### src/inc/nibble_bus_pkg.sv
package nibble_bus_pkg;

    // ----------------------------------------
    // field codes
    // ----------------------------------------
    localparam logic [3:0] START_READ = 4'hD;
    localparam logic [3:0] WAIT_SYNC = 4'h5;
    localparam logic [3:0] READY_SYNC = 4'h0;
    localparam logic [3:0] TURN_ONES = 4'hF;
    localparam logic [3:0] SIZE_ONE_BYTE = 4'h0;

    // ----------------------------------------
    // address layout and timing counts
    // ----------------------------------------
    localparam int NIBBLE_WIDTH = 4;
    localparam int ADDRESS_WIDTH = 28;
    localparam int DECODE_WIDTH = 20;
    localparam int FLASH_SELECT_BIT = 22;
    localparam logic [2:0] ADDRESS_NIBBLES = 3'h7;
    localparam logic [2:0] MIN_WAIT_SYNCS = 3'h2;
    localparam int BYTE_WIDTH = 8;
    localparam logic [1:0] BUFFER_DEPTH = 2'h2;

    // ----------------------------------------
    // cycle states
    // ----------------------------------------
    typedef enum logic [3:0] {
        phase_idle,
        phase_select,
        phase_address,
        phase_size,
        phase_turn_in,
        phase_take_bus,
        phase_wait,
        phase_ready,
        phase_data_low,
        phase_data_high,
        phase_turn_out,
        phase_release
    } cycle_phase_type;

endpackage

### src/rtl/nibble_bus_byte_buffer.sv
`timescale 1ns/100ps
`default_nettype none

module nibble_bus_byte_buffer
    import nibble_bus_pkg::*;
(
    // clock and reset
    input wire logic clock,
    input wire logic reset,
    input wire logic flush,
    // filling side
    input wire logic in_valid,
    input wire logic [BYTE_WIDTH-1:0] in_data,
    output logic in_ready,
    // draining side
    output logic out_valid,
    output logic [BYTE_WIDTH-1:0] out_data,
    input wire logic out_ready
);

    typedef struct packed {
        logic [1:0][BYTE_WIDTH-1:0] word;
        logic head;
        logic [1:0] count;
    } buffer_state_type;

    buffer_state_type state;
    buffer_state_type next_state;
    logic push;
    logic pop;

    assign in_ready = state.count != BUFFER_DEPTH;
    assign out_valid = state.count != 2'h0;
    assign out_data = state.word[state.head];
    assign push = in_valid && in_ready;
    assign pop = out_valid && out_ready;

    always_comb begin
        next_state = state;
        if (push) begin
            next_state.word[state.head ^ state.count[0]] = in_data;
        end
        if (pop) begin
            next_state.head = ~state.head;
        end
        next_state.count = state.count + {1'b0, push} - {1'b0, pop};
        // a flush drops bytes left over from an aborted cycle
        if (flush) begin
            next_state.count = 2'h0;
        end
    end

    always_ff @(posedge clock or posedge reset) begin
        if (reset) begin
            state <= '0;
        end else begin
            state <= next_state;
        end
    end
endmodule

`default_nettype wire

### src/rtl/nibble_bus_read_cycle.sv
// Contract
// - every field is one four-bit nibble
// - fields sampled on the rising clock edge
// - read starts with 1101, strobe low
// - only the last start nibble counts
// - continue only if select matches straps
// - size nibble 0000, single byte only
// - device takes bus in clock 12
// - wait-sync 0101 in clocks 13, 14
// - ready-sync 0000 in clock 15
// - low nibble clock 16, high 17
// - further bytes need waits, ready, data
// - drive 1111 then release the bus
// - bad size resets, no response
// - strobe low aborts and tri-states now
// - decode only the low 20 bits
// - address bit 22 selects flash or registers
`timescale 1ns/100ps
`default_nettype none

module nibble_bus_read_cycle
    import nibble_bus_pkg::*;
(
    // clock and reset
    input wire logic clock,
    input wire logic reset,
    // shared nibble bus
    input wire logic frame_strobe_n,
    input wire logic [NIBBLE_WIDTH-1:0] nibble_bus_in,
    output logic [NIBBLE_WIDTH-1:0] nibble_bus_out,
    output logic nibble_bus_oe_n,
    // straps
    input wire logic [NIBBLE_WIDTH-1:0] strapped_id_inputs,
    // request to the storage core
    output logic read_request,
    output logic [DECODE_WIDTH-1:0] read_address,
    output logic read_flash_select,
    // byte answer from the storage core
    input wire logic read_data_valid,
    input wire logic [BYTE_WIDTH-1:0] read_data,
    output logic read_data_ready
);

    // ----------------------------------------
    // state
    // ----------------------------------------
    typedef struct packed {
        cycle_phase_type phase;
        logic [2:0] count;
        logic [ADDRESS_WIDTH-1:0] address;
        logic [BYTE_WIDTH-1:0] data;
        logic drive_n;
        logic [NIBBLE_WIDTH-1:0] out_nibble;
        logic request;
        logic [DECODE_WIDTH-1:0] req_address;
        logic req_flash;
    } read_state_type;

    read_state_type state;
    read_state_type next_state;
    logic buffer_valid;
    logic [BYTE_WIDTH-1:0] buffer_data;
    logic take_byte;
    logic wait_done;

    // ----------------------------------------
    // byte buffer between core and bus
    // ----------------------------------------
    assign wait_done = state.count >= MIN_WAIT_SYNCS - 3'h1;
    assign take_byte = state.phase == phase_wait && wait_done && frame_strobe_n;

    nibble_bus_byte_buffer answer_buffer (
        .clock(clock),
        .reset(reset),
        .flush(!frame_strobe_n),
        .in_valid(read_data_valid),
        .in_data(read_data),
        .in_ready(read_data_ready),
        .out_valid(buffer_valid),
        .out_data(buffer_data),
        .out_ready(take_byte)
    );

    // ----------------------------------------
    // cycle sequencer
    // ----------------------------------------
    always_comb begin
        next_state = state;
        next_state.request = 1'b0;
        case (state.phase)
            phase_idle: begin
            end
            phase_select: begin
                next_state.count = 3'h0;
                if (nibble_bus_in == strapped_id_inputs) begin
                    next_state.phase = phase_address;
                end else begin
                    next_state.phase = phase_idle;
                end
            end
            phase_address: begin
                // most significant nibble arrives first
                next_state.address = {state.address[ADDRESS_WIDTH-5:0], nibble_bus_in};
                next_state.count = state.count + 3'h1;
                if (state.count == ADDRESS_NIBBLES - 3'h1) begin
                    next_state.phase = phase_size;
                end
            end
            phase_size: begin
                if (nibble_bus_in == SIZE_ONE_BYTE) begin
                    next_state.request = 1'b1;
                    next_state.req_address = state.address[DECODE_WIDTH-1:0];
                    next_state.req_flash = state.address[FLASH_SELECT_BIT];
                    next_state.phase = phase_turn_in;
                end else begin
                    next_state.phase = phase_idle;
                end
            end
            phase_turn_in: begin
                next_state.phase = phase_take_bus;
            end
            phase_take_bus: begin
                next_state.count = 3'h0;
                next_state.phase = phase_wait;
            end
            phase_wait: begin
                // a slow core simply stretches the wait-syncs
                if (!wait_done) begin
                    next_state.count = state.count + 3'h1;
                end else if (buffer_valid) begin
                    next_state.data = buffer_data;
                    next_state.phase = phase_ready;
                end
            end
            phase_ready: begin
                next_state.phase = phase_data_low;
            end
            phase_data_low: begin
                next_state.phase = phase_data_high;
            end
            phase_data_high: begin
                next_state.phase = phase_turn_out;
            end
            phase_turn_out: begin
                next_state.phase = phase_release;
            end
            phase_release: begin
                next_state.phase = phase_idle;
            end
            default: begin
                next_state.phase = phase_idle;
            end
        endcase
        // strobe low aborts anything; each new start restarts, so the last wins
        if (!frame_strobe_n) begin
            next_state.request = 1'b0;
            if (nibble_bus_in == START_READ) begin
                next_state.phase = phase_select;
            end else begin
                next_state.phase = phase_idle;
            end
        end
        // output fields are registered one clock ahead of their bus clock
        next_state.drive_n = 1'b0;
        case (next_state.phase)
            phase_wait: next_state.out_nibble = WAIT_SYNC;
            phase_ready: next_state.out_nibble = READY_SYNC;
            phase_data_low: next_state.out_nibble = next_state.data[3:0];
            phase_data_high: next_state.out_nibble = next_state.data[7:4];
            phase_turn_out: next_state.out_nibble = TURN_ONES;
            default: begin
                next_state.out_nibble = TURN_ONES;
                next_state.drive_n = 1'b1;
            end
        endcase
    end

    always_ff @(posedge clock or posedge reset) begin
        if (reset) begin
            state <= '0;
            state.drive_n <= 1'b1;
            state.out_nibble <= TURN_ONES;
        end else begin
            state <= next_state;
        end
    end

    // ----------------------------------------
    // outputs
    // ----------------------------------------
    // the strobe gates the enable directly so an abort floats the bus at once
    assign nibble_bus_oe_n = state.drive_n || !frame_strobe_n;
    assign nibble_bus_out = state.out_nibble;
    assign read_request = state.request;
    assign read_address = state.req_address;
    assign read_flash_select = state.req_flash;
endmodule

`default_nettype wire

### config.mk
export PLATFORM = sky130hd
export DESIGN_NAME = nibble_bus_read_cycle
export DESIGN_NICKNAME = d
export VERILOG_FILES = /design/src/inc/nibble_bus_pkg.sv /design/src/rtl/nibble_bus_byte_buffer.sv /design/src/rtl/nibble_bus_read_cycle.sv
export SDC_FILE = /design/constraint.sdc
export NUM_CORES = 1
export LEC_CHECK = 0
export ABC_AREA = 1
export BUFFER_PORTS_ARGS = -buffer_cell sky130_fd_sc_hd__buf_2
export CAP_MARGIN = 20
export CORE_UTILIZATION = 62
export CTS_BUF_LIST = sky130_fd_sc_hd__clkbuf_8 sky130_fd_sc_hd__clkbuf_16
export DETAILED_ROUTE_END_ITERATION = 8
export GPL_TIMING_DRIVEN = 0
export PLACE_DENSITY = 0.95
export SLEW_MARGIN = 15
export SYNTH_ARGS = -nofsm -noshare
export SYNTH_HDL_FRONTEND = slang
export SYNTH_SLANG_ARGS = --single-unit
### constraint.sdc
create_clock -name clock -period 6.1 [get_ports clock]
set_input_delay 1.22 -clock clock [delete_from_list [all_inputs] [get_ports clock]]
set_output_delay 1.22 -clock clock [all_outputs]
set_load 0.02 [all_outputs]
==> Implementation_results.wiki, run 1 <==
{| class="wikitable"
! Metric !! Value
|-
| Maximum operating frequency || 309 MHz
|-
| IO buf count || 47
|-
| Full die area || 6390 um2
|-
| Least-Margin Pin Slew || 0.453 ns
|-
| Power per unit of standard cell area || 282 nW/um2
|-
| 1st-iter DRT viols || 163
|-
| Count of mapped cells out of synthesis || 422
|-
| Horizontal die dimension || 79.9 um
|-
| Library cells used by synthesis || 33
|-
| Setup Fix Bufs, Post-CTS || 0
|-
| Final RePlAce weighted congestion || 0.903
|-
| Antenna-violating nets left || 0
|-
| CTS hold repair buffers || 0
|-
| Peak VDD IR || 0.181 mV
|-
| Count of cells resized by post-cts repair || 0
|-
| Number of top-level pins || 48
|-
| Sequential cell area fraction in the yosys report || 54.7%
|-
| Synthesis Warnings || 0
|-
| Number of antenna violations at the first check in global routing || 0
|-
| Flip-flop and latch count after synthesis || 82
|-
| Clock-pin slew on the worst setup and hold paths || 0.08 ns
|-
| Global-route wire length before repair || 13.6 mm
|-
| Status || completed
|-
| Overall die height || 79.9 um
|-
| Maximum number of pins on one net before global-route repair || 48
|-
| # rows || 28
|-
| Total length of routed wires || 7.92 mm
|-
| Final number of hold-violating endpoints || 0
|-
| Final worst-path cycle share || 53.1%
|-
| Design Power || 1.23 mW
|-
| Core area || 5890 um2
|-
| Net count of the finished layout || 506
|-
| Area growth from synthesis to final layout || 15.5%
|-
| Number of design rule violations left after detail routing || 0
|-
| Relative slew slack || 69.8%
|-
| Capture endpoint of the worst hold path || read_address[0]$_DFFE_PP0P_
|-
| Nets in the synthesized netlist || 447
|-
| FFs w/ async S/R, synth || 100%
|-
| Maximum fanout along the worst path || 7
|-
| Final worst clock skew || 0.0108 ns
|-
| Ys flop type || dfrtp_1
|-
| Number of buffers created by CTS || 9
|-
| Number of vias after detailed routing || 3,013
|-
| Post-synth design cell area || 3770 um2
|-
| Final count of negative-setup-slack endpoints || 0
|-
| Reg2reg start || state[64]$_DFFE_PP0P_
|-
| TritonCTS clock tree || built
|-
| Portion of synthesized cell area occupied by the leading cell type || 51.2%
|-
| Origin of the worst min-delay path || read_address[0]$_DFFE_PP0P_
|-
| RR Endpoint || answer_buffer.state[1]$_DFF_PP0_
|-
| Leakage dissipation || 2.24 nW
|-
| Detailed-route wire length per cell || 14.1 um
|-
| Post-synthesis area per instance || 8.92 um2
|-
| Most frequent cell after synthesis || nand2_1
|-
| Number of pins with negative max-slew slack in the final report || 0
|-
| Depth of the most critical reg-to-reg path || 12
|-
| CP startpoint kind || input pin
|-
| Drt via density || 5.37
|-
| CTS H-Tree Depth || 3
|-
| Final min period || 3.24 ns
|-
| Clk buf depth || 2
|-
| Max-cap check violation count || 0
|-
| Filler Cells Inserted || 378
|-
| Diode insertion count for antenna repair || 0
|-
| Area of all placed cells without fillers || 4350 um2
|-
| Critical setup path kind || input pin to primary output
|-
| Worst-Skew Late Latency || 0.36 ns
|-
| Total global routing overflow || 0
|-
| Leading cell types by count after synthesis || nand2_1 (113), dfrtp_1 (77), o21ai_0 (55), inv_1 (48), nor2_1 (29)
|-
| Hold-critical path depth || 2
|-
| Global router's overall resource usage || 28.6%
|-
| Endpoint class of the critical path || primary output
|-
| Setup TNS Final || 0 ns
|-
| R2R setup slack || 4.06 ns
|-
| Placed Instance Area || 4130 um2
|-
| Layout cell share with drive strength beyond 1 || 24.3%
|-
| # clock sinks || 82
|-
| Count of flip-flops with a built-in enable after synthesis || 0
|-
| HPWL after detailed placement || 5.57 mm
|-
| Unrepaired setup endpoints after global routing || no
|-
| Starting density of the core || 64.0%
|-
| Synth area leaders || dfrtp_1 (51%), nand2_1 (11%), o21ai_0 (7.3%)
|-
| First-pass DRT Iterations || 4
|-
| Clock Tree Root || clkbuf_8
|-
| Critical Path AT || 2.02 ns
|-
| Number of global-route vias before repair || 3,049
|-
| Required @ worst endpoint || 4.88 ns
|-
| Kind of path behind the tightest hold check || flip-flop to flip-flop
|-
| Yosys top cell by area || dfrtp_1
|}
==> cells by family (layout without fill, tap and decap cells) <==
| group | count (synthesis) | in the layout | share of synthesized area, % |
|---|---|---|---|
| XOR/XNOR | 6 | 6 | 1.40 |
| adder cells (fa/ha/maj) | 5 | 5 | 1.66 |
| AND/OR/NAND/NOR | 166 | 166 | 19.1 |
| buffers and inverters | 88 | 152 | 11.4 |
| AO/OA/AOI/OAI | 75 | 75 | 11.8 |
| flip-flops | 82 | 82 | 54.7 |
==> per-stage QoR <==
step                      instances  hold slack [ns]  util (%)  setup WS, ns
after detailed placement        545            0.466      70.1          2.86
after global routing            561            0.518      73.9          2.81
final                           561            0.491      73.9          2.86
after CTS                       561            0.490      73.9          2.86
after global placement          544            0.460      69.6          2.03
after floorplan                 422            0.442         -          2.78
==> registers in the layout (all words and copies together) (netlist names) <==
name	flops
read_address	20
read_request	1
answer_buffer.state	19
state	37
read_flash_select	1
nibble_bus_out	4
==> how the worst max path moves through the flow <==
stage	start	endpoint	slack (ns)
4_1_cts	frame_strobe_n	nibble_bus_oe_n	2.86
5_1_grt	frame_strobe_n	nibble_bus_oe_n	2.81
3_5_place_dp	frame_strobe_n	nibble_bus_oe_n	2.86
2_1_floorplan	reset	answer_buffer.state[0]$_DFF_PP0_	2.78
6_report	frame_strobe_n	nibble_bus_oe_n	2.86
3_3_place_gp	reset	read_address[15]$_DFFE_PP0P_	2.03
==> placed cells by master (no fill, tap or decap), drive strengths merged <==
master    instances
a21boi            1
a21oi             6
buf              74
bufinv            2
clkbuf           18
clkinv            2
clkinvlp          1
dfrtp            77
dfstp             5
ha                5
inv              55
nand2           115
nand3            13
nand4             1
nor2             34
nor3              1
o21ai            58
o31ai            10
or2               2
xnor2             4
xor2              2
==> critical path: stages <==
cell   delay, ns
buf_2       0.21
inv_2       0.13
or2_2       0.29
buf_2       0.16
==> per-layer routing <==
metal	track usage [%]	share of wire, %	up-vias
met2	52.0	54	104
met3	6.63	4.5	26
met4	13.0	3.1	0
met5	0	0	-
met1	31.6	39	1455
li1	-	-	1428
==> report_power, final <==
group	total, mW	switching [mW]	internal (mW)	leakage (nW)
logic	0.144	0.0925	0.0515	1.05
registers	0.643	0.0415	0.601	1.08
clock network	0.441	0.206	0.235	0.112
==> cell type report <==
class,count,area (um2),area share (%)
inverter,53,201,4.63
clock inverter,7,101,2.33
sequential,82,2060,47.3
timing repair buffer,48,263,6.04
multi-input combinational,252,1280,29.4
tap,75,93.8,2.16
clock buffer,9,124,2.85
buffer,35,230,5.29
No activity file was read; power rests on OpenSTA's default activity.
==> inputs of run 2 (changes only) <==
CORE_UTILIZATION = 57   (was 62)
PLACE_DENSITY = 0.91   (was 0.95)
clock period = 3.35 ns   (was 6.1 ns; I/O delays follow)
==> run 2 against run 1 <==
Compared with the run above: sequential power increased by 82%; power increased by 70%; final area decreased by 0.92%; combinational power increased by 78%; clock power increased by 49%; core utilization decreased by 6.0 points; non-clock buffer count unchanged; global-route usage decreased by 5.6 points; die area increased by 8.5%; worst setup slack got worse by 1.7 ns; via count decreased by 4.3%; clock skew increased by 0.0036 ns; critical path type unchanged.
==> Implementation_results.wiki, run 2 (same netlist as run 1, synthesis figures left out) <==
{| class="wikitable"
! Metric !! Value
|-
| Status || completed
|-
| Number of top-level pins || 48
|-
| Kind of path behind the tightest hold check || input pin to asynchronous set/reset pin
|-
| Commonest non-fill, non-tap cell in the layout || nand2_1
|-
| Placed Instance Area || 4130 um2
|-
| Area of the multi-input gates || 1280 um2
|-
| Number of design rule violations left after detail routing || 0
|-
| Final RePlAce weighted congestion || 0.867
|-
| Peak VDD IR || 0.358 mV
|-
| Area of all placed cells without fillers || 4310 um2
|-
| Maximum fanout along the worst path || 7
|-
| Maximum number of pins on one net before global-route repair || 54
|-
| Power per unit of standard cell area || 483 nW/um2
|-
| HPWL after detailed placement || 5.35 mm
|-
| Count of cells resized by post-cts repair || 0
|-
| Min Hold Slack || 0.299 ns
|-
| Number of pins with negative max-slew slack in the final report || 0
|-
| Least-Margin Pin Slew || 0.423 ns
|-
| Number of antenna violations at the first check in global routing || 0
|-
| Net count of the finished layout || 506
|-
| Max-cap check violation count || 0
|-
| Full die area || 6940 um2
|-
| # rows || 29
|-
| Placed Cells incl. Taps || 547
|-
| CP startpoint kind || input pin
|-
| Antenna-violating nets left || 0
|-
| Final worst slack || 1.18 ns
|-
| Overall die height || 83.3 um
|-
| Pre-CTS setup slack || 1.20 ns
|-
| Total length of routed wires || 7.37 mm
|-
| Number of buffers created by CTS || 9
|-
| Diode insertion count for antenna repair || 0
|-
| 1st-iter DRT viols || 125
|-
| Sequential standard cell area || 2060 um2
|-
| Final min period || 2.17 ns
|-
| Critical setup path kind || input pin to primary output
|-
| Design Power || 2.08 mW
|-
| Number of global-route vias before repair || 2,877
|-
| Register containing the most flip-flops in the final layout || state
|-
| Setup Fix Bufs, Post-CTS || 0
|-
| Maximum operating frequency || 461 MHz
|-
| IO buf count || 47
|-
| Total global routing overflow || 0
|-
| Layout cell share with drive strength beyond 1 || 24.1%
|-
| Area growth from synthesis to final layout || 14.5%
|-
| Starting density of the core || 59.3%
|-
| Setup TNS Final || 0 ns
|-
| CTS hold repair buffers || 0
|-
| Relative slew slack || 71.8%
|-
| Most frequent cells in the layout || nand2_1 (113), dfrtp_1 (77), o21ai_0 (55), inv_1 (48), buf_2 (48)
|-
| Endpoint class of the critical path || primary output
|-
| Clk buf depth || 2
|-
| # clock sinks || 82
|-
| Unrepaired setup endpoints after global routing || no
|-
| Filler Cells Inserted || 492
|-
| Horizontal die dimension || 83.3 um
|-
| CTS H-Tree Depth || 3
|-
| Leakage dissipation || 2.22 nW
|-
| Non-filler instance count after layout || 563
|-
| Final worst-path cycle share || 64.8%
|-
| Core area || 6350 um2
|-
| Number of flip-flops in the largest register || 37
|-
| Clock Tree Root || clkbuf_8
|-
| First-pass DRT Iterations || 4
|-
| Clock-pin slew on the worst setup and hold paths || 0.08 ns
|-
| Utilization of the core after routing || 67.9%
|-
| Final number of hold-violating endpoints || 0
|-
| Drt via density || 5.12
|-
| Final count of negative-setup-slack endpoints || 0
|-
| Number of vias after detailed routing || 2,883
|-
| Required @ worst endpoint || 2.68 ns
|-
| TritonCTS clock tree || built
|-
| Detailed-route wire length per cell || 13.1 um
|-
| Final worst clock skew || 0.0145 ns
|-
| Worst-Skew Late Latency || 0.36 ns
|-
| Global-route wire length before repair || 12.5 mm
|-
| Critical Path AT || 1.50 ns
|-
| Global router's overall resource usage || 23.0%
|}
[run 2: area by class of cell]
type | instances | share of cell area (%)
well taps | 77 | 2.24
plain buffers | 35 | 5.34
multi-input cells | 252 | 29.7
clock inverters | 5 | 0.726
inverters | 53 | 4.67
repair buffers | 48 | 6.10
flip-flops and latches | 82 | 47.8
clock buffers | 11 | 3.51
[run 2: worst paths after layout]
kind / slack [ns] / from / depth (start not counted) / to
min in group clock: 0.49 / read_address[14]$_DFFE_PP0P_ / 2 / read_address[14]$_DFFE_PP0P_
max in group asynchronous: 2.47 / reset / 3 / state[47]$_DFFE_PP0P_
worst max-delay path: 1.18 / frame_strobe_n / 4 / nibble_bus_oe_n
worst min register to register: 0.49 / read_address[14]$_DFFE_PP0P_ / 2 / read_address[14]$_DFFE_PP0P_
worst min-delay path: 0.30 / reset / 2 / read_request$_DFF_PP0_
worst max register to register: 1.30 / state[64]$_DFFE_PP0P_ / 12 / answer_buffer.state[1]$_DFF_PP0_
[run 2: routing by layer]
metal | part of all wire (%) | GRT usage [%]
met3 | 3.7 | 5.57
met1 | 41 | 25.0
met4 | 2.6 | 11.1
met5 | 0 | 0
met2 | 53 | 41.9
[run 2: power breakdown]
group / total (mW) / switching [mW] / internal [mW] / leakage (nW)
clock network: 0.659 / 0.353 / 0.306 / 0.0888
logic: 0.256 / 0.163 / 0.0936 / 1.05
registers: 1.17 / 0.0728 / 1.10 / 1.08
total: 2.08 / 0.589 / 1.49 / 2.22
[run 2: worst max-delay path, cell delays in order]
cell and delay, ns:
buf_2 0.22, inv_2 0.14, or2_2 0.30, buf_2 0.17
